===== src/common/bssfs_pkg.sv =====
// package: constants and carrier types for the boost soft-start and fault sequencer
`default_nettype none
package bssfs_pkg;
	localparam int unsigned CLK_HZ = 200000000;
	localparam int unsigned NUM_STRINGS = 4;
	localparam int unsigned SLEEP_TIME_MS = 120;
	localparam int unsigned STEP_TIME_MS = 2;
	localparam int unsigned SLEEP_CYCLES = (CLK_HZ / 1000) * SLEEP_TIME_MS;
	localparam int unsigned STEP_CYCLES = (CLK_HZ / 1000) * STEP_TIME_MS;
	localparam int unsigned LIMIT_FIRST = 1;
	localparam int unsigned LIMIT_FULL = 9;
	localparam int unsigned FAULT_PWM_CYCLES = 6;
	localparam int unsigned MAX_DOWN_BEFORE_ALL = 3;
	localparam logic [3:0] LIMIT_FIRST_L = 4'h1;
	localparam logic [3:0] LIMIT_FULL_L = 4'h9;
	localparam logic [3:0] LIMIT_OFF_L = 4'h0;
	localparam logic [2:0] FAULT_PWM_L = 3'h6;
	localparam logic [2:0] MAX_DOWN_L = 3'h3;

	typedef enum logic [2:0] {
		BSSFS_OFF = 3'h0,
		BSSFS_SOFT = 3'h1,
		BSSFS_RUN = 3'h2,
		BSSFS_SLEEP = 3'h3,
		BSSFS_LATCH = 3'h4
	} bssfs_state_e;

	// per-string analog comparator results
	typedef struct packed {
		logic short_check;
		logic at_target;
		logic grounded;
	} bssfs_sense_s;

	// per-string status reported back
	typedef struct packed {
		logic enabled;
		logic good;
		logic faulted;
	} bssfs_status_s;
endpackage : bssfs_pkg
`default_nettype wire


===== src/hw/bssfs_timer.sv =====
// module: interval counter that pulses when a programmed count elapses
`timescale 1ns/100ps
`default_nettype none
module bssfs_timer #(
	parameter int unsigned COUNT = 400000
) (
	input wire logic i_clk,
	input wire logic i_rst_n,
	input wire logic i_clear,
	input wire logic i_run,
	output logic o_done
);
	localparam int unsigned W = $clog2(COUNT + 1);
	localparam logic [W-1:0] LAST = W'(COUNT - 1);
	logic [W-1:0] cnt;
	logic [W-1:0] next_cnt;
	logic next_done;

	always_comb
	begin
		next_cnt = cnt;
		next_done = 1'b0;
		if (i_clear)
			next_cnt = '0;
		else if (i_run)
		begin
			if (cnt == LAST)
			begin
				next_cnt = '0;
				next_done = 1'b1;
			end
			else
				next_cnt = cnt + W'(1);
		end
	end

	always_ff @(posedge i_clk or negedge i_rst_n)
	begin
		if (!i_rst_n)
		begin
			cnt <= '0;
			o_done <= 1'b0;
		end
		else
		begin
			cnt <= next_cnt;
			o_done <= next_done;
		end
	end
endmodule : bssfs_timer
`default_nettype wire


===== src/hw/bssfs_string.sv =====
// module: fault supervision of one led string
`timescale 1ns/100ps
`default_nettype none
module bssfs_string (
	input wire logic i_clk,
	input wire logic i_rst_n,
	input wire logic i_active,
	input wire logic i_start,
	input wire logic i_stable,
	input wire logic i_pwm_start,
	input wire logic i_overvoltage,
	input wire logic i_kill_all,
	input wire bssfs_pkg::bssfs_sense_s i_sense,
	output bssfs_pkg::bssfs_status_s o_status,
	output logic o_fault_now
);
	logic enabled;
	logic good;
	logic faulted;
	logic [2:0] cnt;
	logic next_enabled;
	logic next_good;
	logic next_faulted;
	logic [2:0] next_cnt;
	logic suspect;
	logic next_fault_now;

	always_comb
	begin
		next_enabled = enabled;
		next_good = good;
		next_faulted = faulted;
		next_cnt = cnt;
		next_fault_now = 1'b0;
		// short above lowest pin, dropped current after good, or overvoltage while not good
		suspect = i_sense.short_check | (good & ~i_sense.at_target) | (i_overvoltage & ~good);
		if (!i_active)
		begin
			next_enabled = 1'b0;
			next_good = 1'b0;
			next_faulted = 1'b0;
			next_cnt = '0;
		end
		else if (i_start)
		begin
			next_enabled = ~i_sense.grounded;
			next_good = 1'b0;
			next_faulted = 1'b0;
			next_cnt = '0;
		end
		else if (i_kill_all)
			next_enabled = 1'b0;
		else if (enabled)
		begin
			if (i_sense.at_target)
				next_good = 1'b1;
			// transients reset the timeout so nothing faults out while unstable
			if (!suspect || !i_stable)
				next_cnt = '0;
			else if (i_pwm_start)
			begin
				if (cnt == bssfs_pkg::FAULT_PWM_L - 3'h1)
				begin
					next_enabled = 1'b0;
					next_faulted = 1'b1;
					next_fault_now = 1'b1;
					next_cnt = '0;
				end
				else
					next_cnt = cnt + 3'h1;
			end
		end
	end

	always_ff @(posedge i_clk or negedge i_rst_n)
	begin
		if (!i_rst_n)
		begin
			enabled <= 1'b0;
			good <= 1'b0;
			faulted <= 1'b0;
			cnt <= '0;
			o_fault_now <= 1'b0;
		end
		else
		begin
			enabled <= next_enabled;
			good <= next_good;
			faulted <= next_faulted;
			cnt <= next_cnt;
			o_fault_now <= next_fault_now;
		end
	end

	assign o_status = '{enabled: enabled, good: good, faulted: faulted};
endmodule : bssfs_string
`default_nettype wire


===== src/hw/bssfs_top.sv =====
// module: top of the boost soft-start and fault sequencer
`timescale 1ns/100ps
`default_nettype none
module bssfs_top #(
	parameter int unsigned NUM_STRINGS = bssfs_pkg::NUM_STRINGS,
	parameter int unsigned SLEEP_CYCLES = bssfs_pkg::SLEEP_CYCLES,
	parameter int unsigned STEP_CYCLES = bssfs_pkg::STEP_CYCLES
) (
	input wire logic I_MCLK,
	input wire logic I_RESETN,
	input wire logic I_ENABLE,
	input wire logic I_INPUT_UNDERVOLTAGE_LOCKOUT,
	input wire logic I_INPUT_SUPPLY_OVERVOLTAGE,
	input wire logic I_OVER_TEMPERATURE,
	input wire logic I_OUTPUT_OVERVOLTAGE_LIMIT,
	input wire logic I_STABLE,
	input wire logic I_PWM_CYCLE_START,
	input wire logic I_DIRECT_PWM_MODE,
	input wire logic I_LEVEL_PICK_INPUT,
	input wire logic [NUM_STRINGS-1:0] I_LED_STRING_ON,
	input wire bssfs_pkg::bssfs_sense_s [NUM_STRINGS-1:0] I_SENSE,
	output logic O_BOOST_SWITCH_EN,
	output logic O_LIGHT_LOAD_PULSE_MODE,
	output logic [3:0] O_CURRENT_LIMIT_NINTHS,
	output logic [NUM_STRINGS-1:0] O_SINK_EN,
	output logic O_LEVEL_PICK,
	output logic O_SLEEP,
	output logic O_LATCHED_SHUTDOWN,
	output bssfs_pkg::bssfs_status_s [NUM_STRINGS-1:0] O_STATUS
);
	// ------------------------------------------------------------
	// local reset and shutdown
	// ------------------------------------------------------------
	// lockout and enable low act as a full reset of all digital state
	logic active;
	assign active = I_ENABLE & ~I_INPUT_UNDERVOLTAGE_LOCKOUT;

	function automatic logic [2:0] count_down(input bssfs_pkg::bssfs_status_s [NUM_STRINGS-1:0] st);
		logic [2:0] n;
		n = 3'h0;
		for (int i = 0; i < NUM_STRINGS; i++)
			n = n + {2'h0, st[i].faulted};
		return n;
	endfunction : count_down

	// ------------------------------------------------------------
	// state
	// ------------------------------------------------------------
	bssfs_pkg::bssfs_state_e state;
	bssfs_pkg::bssfs_state_e next_state;
	logic [3:0] limit;
	logic [3:0] next_limit;
	logic conducted;
	logic next_conducted;
	logic kill_all;
	logic next_kill_all;
	logic level;
	logic next_level;
	logic any_on;
	logic step_done;
	logic sleep_done;
	logic start_pulse;
	logic [NUM_STRINGS-1:0] fault_now;
	bssfs_pkg::bssfs_status_s [NUM_STRINGS-1:0] status;

	assign any_on = |(I_LED_STRING_ON & O_SINK_EN);
	assign start_pulse = (state == bssfs_pkg::BSSFS_OFF) && active;

	// ------------------------------------------------------------
	// timers
	// ------------------------------------------------------------
	bssfs_timer #(
		.COUNT(STEP_CYCLES)
	) u_step (
		.i_clk(I_MCLK),
		.i_rst_n(I_RESETN),
		.i_clear(next_state != bssfs_pkg::BSSFS_SOFT),
		.i_run(1'b1),
		.o_done(step_done)
	);

	bssfs_timer #(
		.COUNT(SLEEP_CYCLES)
	) u_sleep (
		.i_clk(I_MCLK),
		.i_rst_n(I_RESETN),
		.i_clear(any_on || !(state == bssfs_pkg::BSSFS_SOFT || state == bssfs_pkg::BSSFS_RUN)),
		.i_run(1'b1),
		.o_done(sleep_done)
	);

	// ------------------------------------------------------------
	// strings
	// ------------------------------------------------------------
	genvar g;
	generate
		for (g = 0; g < NUM_STRINGS; g++)
		begin : g_str
			bssfs_string u_str (
				.i_clk(I_MCLK),
				.i_rst_n(I_RESETN),
				.i_active(active && state != bssfs_pkg::BSSFS_LATCH),
				.i_start(start_pulse),
				.i_stable(I_STABLE),
				.i_pwm_start(I_PWM_CYCLE_START),
				.i_overvoltage(I_OUTPUT_OVERVOLTAGE_LIMIT),
				.i_kill_all(kill_all),
				.i_sense(I_SENSE[g]),
				.o_status(status[g]),
				.o_fault_now(fault_now[g])
			);
		end
	endgenerate

	// ------------------------------------------------------------
	// sequencer
	// ------------------------------------------------------------
	always_comb
	begin
		next_state = state;
		next_limit = limit;
		next_conducted = conducted | any_on;
		next_kill_all = kill_all;
		next_level = level;
		// direct mode follows at once, others wait for cycle start
		if (I_DIRECT_PWM_MODE || I_PWM_CYCLE_START)
			next_level = I_LEVEL_PICK_INPUT;
		// a fault beyond three already down takes every string out
		if ((|fault_now) && count_down(status) > bssfs_pkg::MAX_DOWN_L)
			next_kill_all = 1'b1;
		if (!active)
		begin
			next_state = bssfs_pkg::BSSFS_OFF;
			next_limit = bssfs_pkg::LIMIT_OFF_L;
			next_conducted = 1'b0;
			next_kill_all = 1'b0;
			next_level = 1'b0;
		end
		else
		begin
			case (state)
				bssfs_pkg::BSSFS_OFF:
				begin
					next_state = bssfs_pkg::BSSFS_SOFT;
					next_limit = bssfs_pkg::LIMIT_FIRST_L;
					next_conducted = 1'b0;
				end
				bssfs_pkg::BSSFS_SOFT:
				begin
					if (step_done && conducted)
					begin
						next_limit = limit + 4'h1;
						next_conducted = any_on;
						if (limit + 4'h1 == bssfs_pkg::LIMIT_FULL_L)
							next_state = bssfs_pkg::BSSFS_RUN;
					end
					if (sleep_done)
						next_state = bssfs_pkg::BSSFS_SLEEP;
				end
				bssfs_pkg::BSSFS_RUN:
				begin
					if (sleep_done)
						next_state = bssfs_pkg::BSSFS_SLEEP;
				end
				bssfs_pkg::BSSFS_SLEEP:
				begin
					if (|I_LED_STRING_ON)
					begin
						next_state = bssfs_pkg::BSSFS_SOFT;
						next_limit = bssfs_pkg::LIMIT_FIRST_L;
						next_conducted = 1'b0;
					end
				end
				bssfs_pkg::BSSFS_LATCH:
				begin
					next_limit = bssfs_pkg::LIMIT_OFF_L;
				end
				default:
				begin
					next_state = bssfs_pkg::BSSFS_OFF;
				end
			endcase
			// latched until enable or power cycles
			if (I_OVER_TEMPERATURE || I_INPUT_SUPPLY_OVERVOLTAGE)
			begin
				next_state = bssfs_pkg::BSSFS_LATCH;
				next_limit = bssfs_pkg::LIMIT_OFF_L;
			end
		end
	end

	always_ff @(posedge I_MCLK or negedge I_RESETN)
	begin
		if (!I_RESETN)
		begin
			state <= bssfs_pkg::BSSFS_OFF;
			limit <= bssfs_pkg::LIMIT_OFF_L;
			conducted <= 1'b0;
			kill_all <= 1'b0;
			level <= 1'b0;
		end
		else
		begin
			state <= next_state;
			limit <= next_limit;
			conducted <= next_conducted;
			kill_all <= next_kill_all;
			level <= next_level;
		end
	end

	// ------------------------------------------------------------
	// registered outputs
	// ------------------------------------------------------------
	logic running;
	assign running = (state == bssfs_pkg::BSSFS_SOFT) || (state == bssfs_pkg::BSSFS_RUN);

	always_ff @(posedge I_MCLK or negedge I_RESETN)
	begin
		if (!I_RESETN)
		begin
			O_BOOST_SWITCH_EN <= 1'b0;
			O_LIGHT_LOAD_PULSE_MODE <= 1'b0;
			O_CURRENT_LIMIT_NINTHS <= bssfs_pkg::LIMIT_OFF_L;
			O_SINK_EN <= '0;
			O_LEVEL_PICK <= 1'b0;
			O_SLEEP <= 1'b0;
			O_LATCHED_SHUTDOWN <= 1'b0;
			O_STATUS <= '0;
		end
		else
		begin
			O_BOOST_SWITCH_EN <= running && active;
			O_LIGHT_LOAD_PULSE_MODE <= running && active && !(|I_LED_STRING_ON);
			O_CURRENT_LIMIT_NINTHS <= next_limit;
			for (int i = 0; i < NUM_STRINGS; i++)
				O_SINK_EN[i] <= status[i].enabled && state != bssfs_pkg::BSSFS_LATCH;
			O_LEVEL_PICK <= level;
			O_SLEEP <= state == bssfs_pkg::BSSFS_SLEEP;
			O_LATCHED_SHUTDOWN <= state == bssfs_pkg::BSSFS_LATCH;
			O_STATUS <= status;
		end
	end
endmodule : bssfs_top
`default_nettype wire


===== config.mk =====
export PLATFORM = sky130hd
export DESIGN_NAME = bssfs_top
export DESIGN_NICKNAME = d
export VERILOG_FILES = /design/src/common/bssfs_pkg.sv /design/src/hw/bssfs_timer.sv /design/src/hw/bssfs_string.sv /design/src/hw/bssfs_top.sv
export SDC_FILE = /design/constraint.sdc
export NUM_CORES = 1
export LEC_CHECK = 0
export ABC_CLOCK_PERIOD_IN_PS = 1800
export BUFFER_PORTS_ARGS = -buffer_cell sky130_fd_sc_hd__buf_2
export CORE_MARGIN = 1.5
export CORE_UTILIZATION = 45
export CTS_CLUSTER_DIAMETER = 40
export CTS_CLUSTER_SIZE = 20
export DETAILED_ROUTE_END_ITERATION = 12
export PLACE_DENSITY = 0.64
export SLEW_MARGIN = 20
export SYNTH_ARGS = -nofsm -noshare
export SYNTH_HDL_FRONTEND = slang
export SYNTH_SLANG_ARGS = --single-unit

===== constraint.sdc =====
create_clock -name I_MCLK -period 1.8 [get_ports I_MCLK]
set_input_delay 0.36 -clock I_MCLK [delete_from_list [all_inputs] [get_ports I_MCLK]]
set_output_delay 0.36 -clock I_MCLK [all_outputs]
set_load 0.005 [all_outputs]

==> reports/metrics.yaml <==
status: "finished clean"
cts-root-buf: "clkbuf_8"
path_clk_slew_ps: 100
drt_first_iter_violations: 148
internal_power_mw: 3.029
cts_buffer_depth: 2
port-buffer-count: 51
p_leak_nw: 2.594
clockPowerShare: 0.349
synth_top_area_cell: "dfrtp_1"
nFillCells: 930
routed_wl_um: 10760
insertion_delay_ps: 360
slew_headroom: 0.6412
grt_pass1_wl_um: 18150
fin_util: 0.5709
pwr-share-comb: 0.055
die_h_um: 107.0
fp.dieW_um: 107.0
worstPathMaxFanout: 24
skew_ps: 8.709
syn_area_um2: 4865
final_common_cell: "dfrtp_1"
tns_ps: 0
overflow: 0
antenna_found_initial: 0
power_density_nw_per_um2: 673.9
antenna_cells: 0
fmax_ghz: 0.5645
tritoncts: "done"
synthFlopType: "dfrtp_1"
initial_core_util: 0.4670
seq_area_frac_synth: 0.5401
grt_max_degree: 42
ant_nets: 0
hp-class: "in -> reg"
endpoint_kind: "flop"
mostFrequentLayoutCells: "dfrtp_1, nor2_1, buf_2"
cts.sinks: 105
drcViolationCount: 0
synth_fp_nets: 519
synth_cells: 487
area_growth_pct: 22.25
grt_use_total: 0.2006
drt-wirelength-per-cell_um: 14.77
setup_violations: 0
cp-start-kind: "flop"
ir_drop_v: 0.0003989
ys_async_sr_fraction: 1.000
final_area_um2: 5947
synth_edf_count: 0
crit_type: "reg -> reg"
numCtsBuffers: 9
rsz0062_at_grt: "yes"
hold_viol: 0
drtPass1Iterations: 4
dr_total_vias: 3805
coreArea_um2: 10420
worst_slew_pin_slew_ps: 531.5
drive_gt1_frac: 0.2517
crit_arrival_ps: 2020
min_period_over_period: 0.9842
rows: 37
synth.distinct_cells: 56
htree_levels: 3
place_congestion: 0.8868
placed_cell_area_um2: 5603
min_period_ps: 1772
p_sw_uw: 978.4
crit_required_ps: 2050
final_nets: 619
dp.final_hpwl_um: 7859
slew_violations: 0
dieArea_um2: 11440
ys_ff_latch: 105
synth.area.top_cells: "dfrtp_1, nor2_1, xnor2_1, xor2_1, nand2_1"
avgSynthCellArea_um2: 9.989
io_pins: 52
via_per_inst: 5.227
cap_violations: 0
synth_top_area_frac: 0.5401
grt_pass1_vias: 3852
switching_share: 0.2441
pwr-share-seq: 0.596
yosysWarningCount: 0
## final cells by class
cell class | instances | area, um2 | share of cell area
repair buffers | 102 | 679.4 | 0.1142
well taps | 136 | 170.2 | 0.02861
flip-flops and latches | 105 | 2629 | 0.4420
inverters | 12 | 45.04 | 0.007574
clock buffers | 11 | 141.4 | 0.02377
clock inverters | 5 | 47.55 | 0.007995
multi-input cells | 357 | 2235 | 0.3758
## kinds of logic (layout without fill, tap and decap cells)
| logic type | after synthesis | count (layout) | synth area share |
|---|---|---|---|
| compound gates | 59 | 59 | 0.07845 |
| xor+xnor | 43 | 43 | 0.07742 |
| fa+ha+maj | 5 | 5 | 0.01440 |
| buf+inv | 25 | 130 | 0.02160 |
| flops | 105 | 105 | 0.5401 |
| mux | 4 | 4 | 0.008231 |
| simple gates | 246 | 246 | 0.2598 |
## sequential cells by signal (all words and copies together), names as in the netlist, 3 cells and up
signal                   count
g_str.u_str.enabled          4
g_str.u_str.good             4
u_step.cnt                  19
g_str.u_str.cnt             12
state                        3
O_CURRENT_LIMIT_NINTHS       4
g_str.u_str.o_fault_now      4
u_sleep.cnt                 25
O_SINK_EN                    4
g_str.u_str.faulted          4
O_STATUS                    12
## worst max-delay path: stages (launching register included)
cell and delay [ps]:
dfrtp_1 400, or4_4 550, nor4_4 270, a21o_1 200
buf_12 170, nor2_1 70
## what timing repair did
action,4_1_cts,5_1_grt
resized for setup,3,18
setup buffers,0,4
pin swaps,0,6
endpoints found under the setup margin,44,44
hold buffers,1,0
hold endpoints to repair,25,0
## metal layers
metal  share of wire  up-vias  track usage
li1                -     1877            -
met1            0.44     1816       0.2500
met2            0.49       89       0.3439
met3           0.044       23      0.04316
met4           0.026        0      0.07143
met5               0        -            0
## final timing paths
kind | startpoint | depth (start not counted) | slack, ps | to
max in group asynchronous | I_RESETN | 3 | 750 | g_str[3].u_str.enabled
max reg2reg | u_sleep.cnt[20] | 5 | 30 | u_sleep.cnt[17]
min reg2reg | level | 0 | 390 | O_LEVEL_PICK
min in group asynchronous | I_RESETN | 2 | 450 | O_CURRENT_LIMIT_NINTHS[3]
max | u_sleep.cnt[20] | 5 | 30 | u_sleep.cnt[17]
min | I_SENSE[6] | 2 | 160 | g_str[2].u_str.enabled
## stage by stage
stage | hold slack, ps | worst slack, ps | cells | power, mW
final | 157.3 | 28.44 | 728 | 4.008
after global routing | 165.6 | -50.40 | 728 | 4.159
after CTS | 138.4 | 1.206 | 724 | 4.050
after detailed placement | 306.1 | -223.1 | 707 | 2.654
after global placement | 305.7 | -146.9 | 707 | 2.650
after floorplan | 64.41 | -9.593 | 487 | 2.501
## synth_stat cells, types with 2 or more instances
cell and n:
nand4_1 12, buf_2 3, nand2b_1 7, or2_2 2, nor2_1 84, nand4b_1 2, nand3b_1 3, o21ai_0 11
xnor2_1 22, and3_1 4, nand3_1 16, o211a_1 3, a22oi_1 2, a21oi_1 18, nor2b_1 14, or3_1 2
o22ai_1 4, dfrtp_1 105, a211oi_1 2, and4_1 2, inv_1 12, nor2_2 4, nor3b_1 4, nand2_1 45
o311ai_0 2, nor3_1 13, a221oi_1 2, nor4_2 4, o21a_1 2, mux2i_1 4, o31ai_1 4, or4_1 5
and2_1 6, nor4_1 8, clkbuf_1 9, xor2_1 21, ha_1 4, o21ai_1 2
## power by group through the flow
| stage | Clock [mW] | Combinational, mW | Sequential (mW) |
|---|---|---|---|
| after CTS | 1.44 | 0.220 | 2.39 |
| after global routing | 1.52 | 0.250 | 2.39 |
| after global placement | 0 | 0.213 | 2.44 |
| after floorplan | 0 | 0.0700 | 2.43 |
| final | 1.40 | 0.221 | 2.39 |
| after detailed placement | 0 | 0.217 | 2.44 |
(Power assumes the default switching activity.)
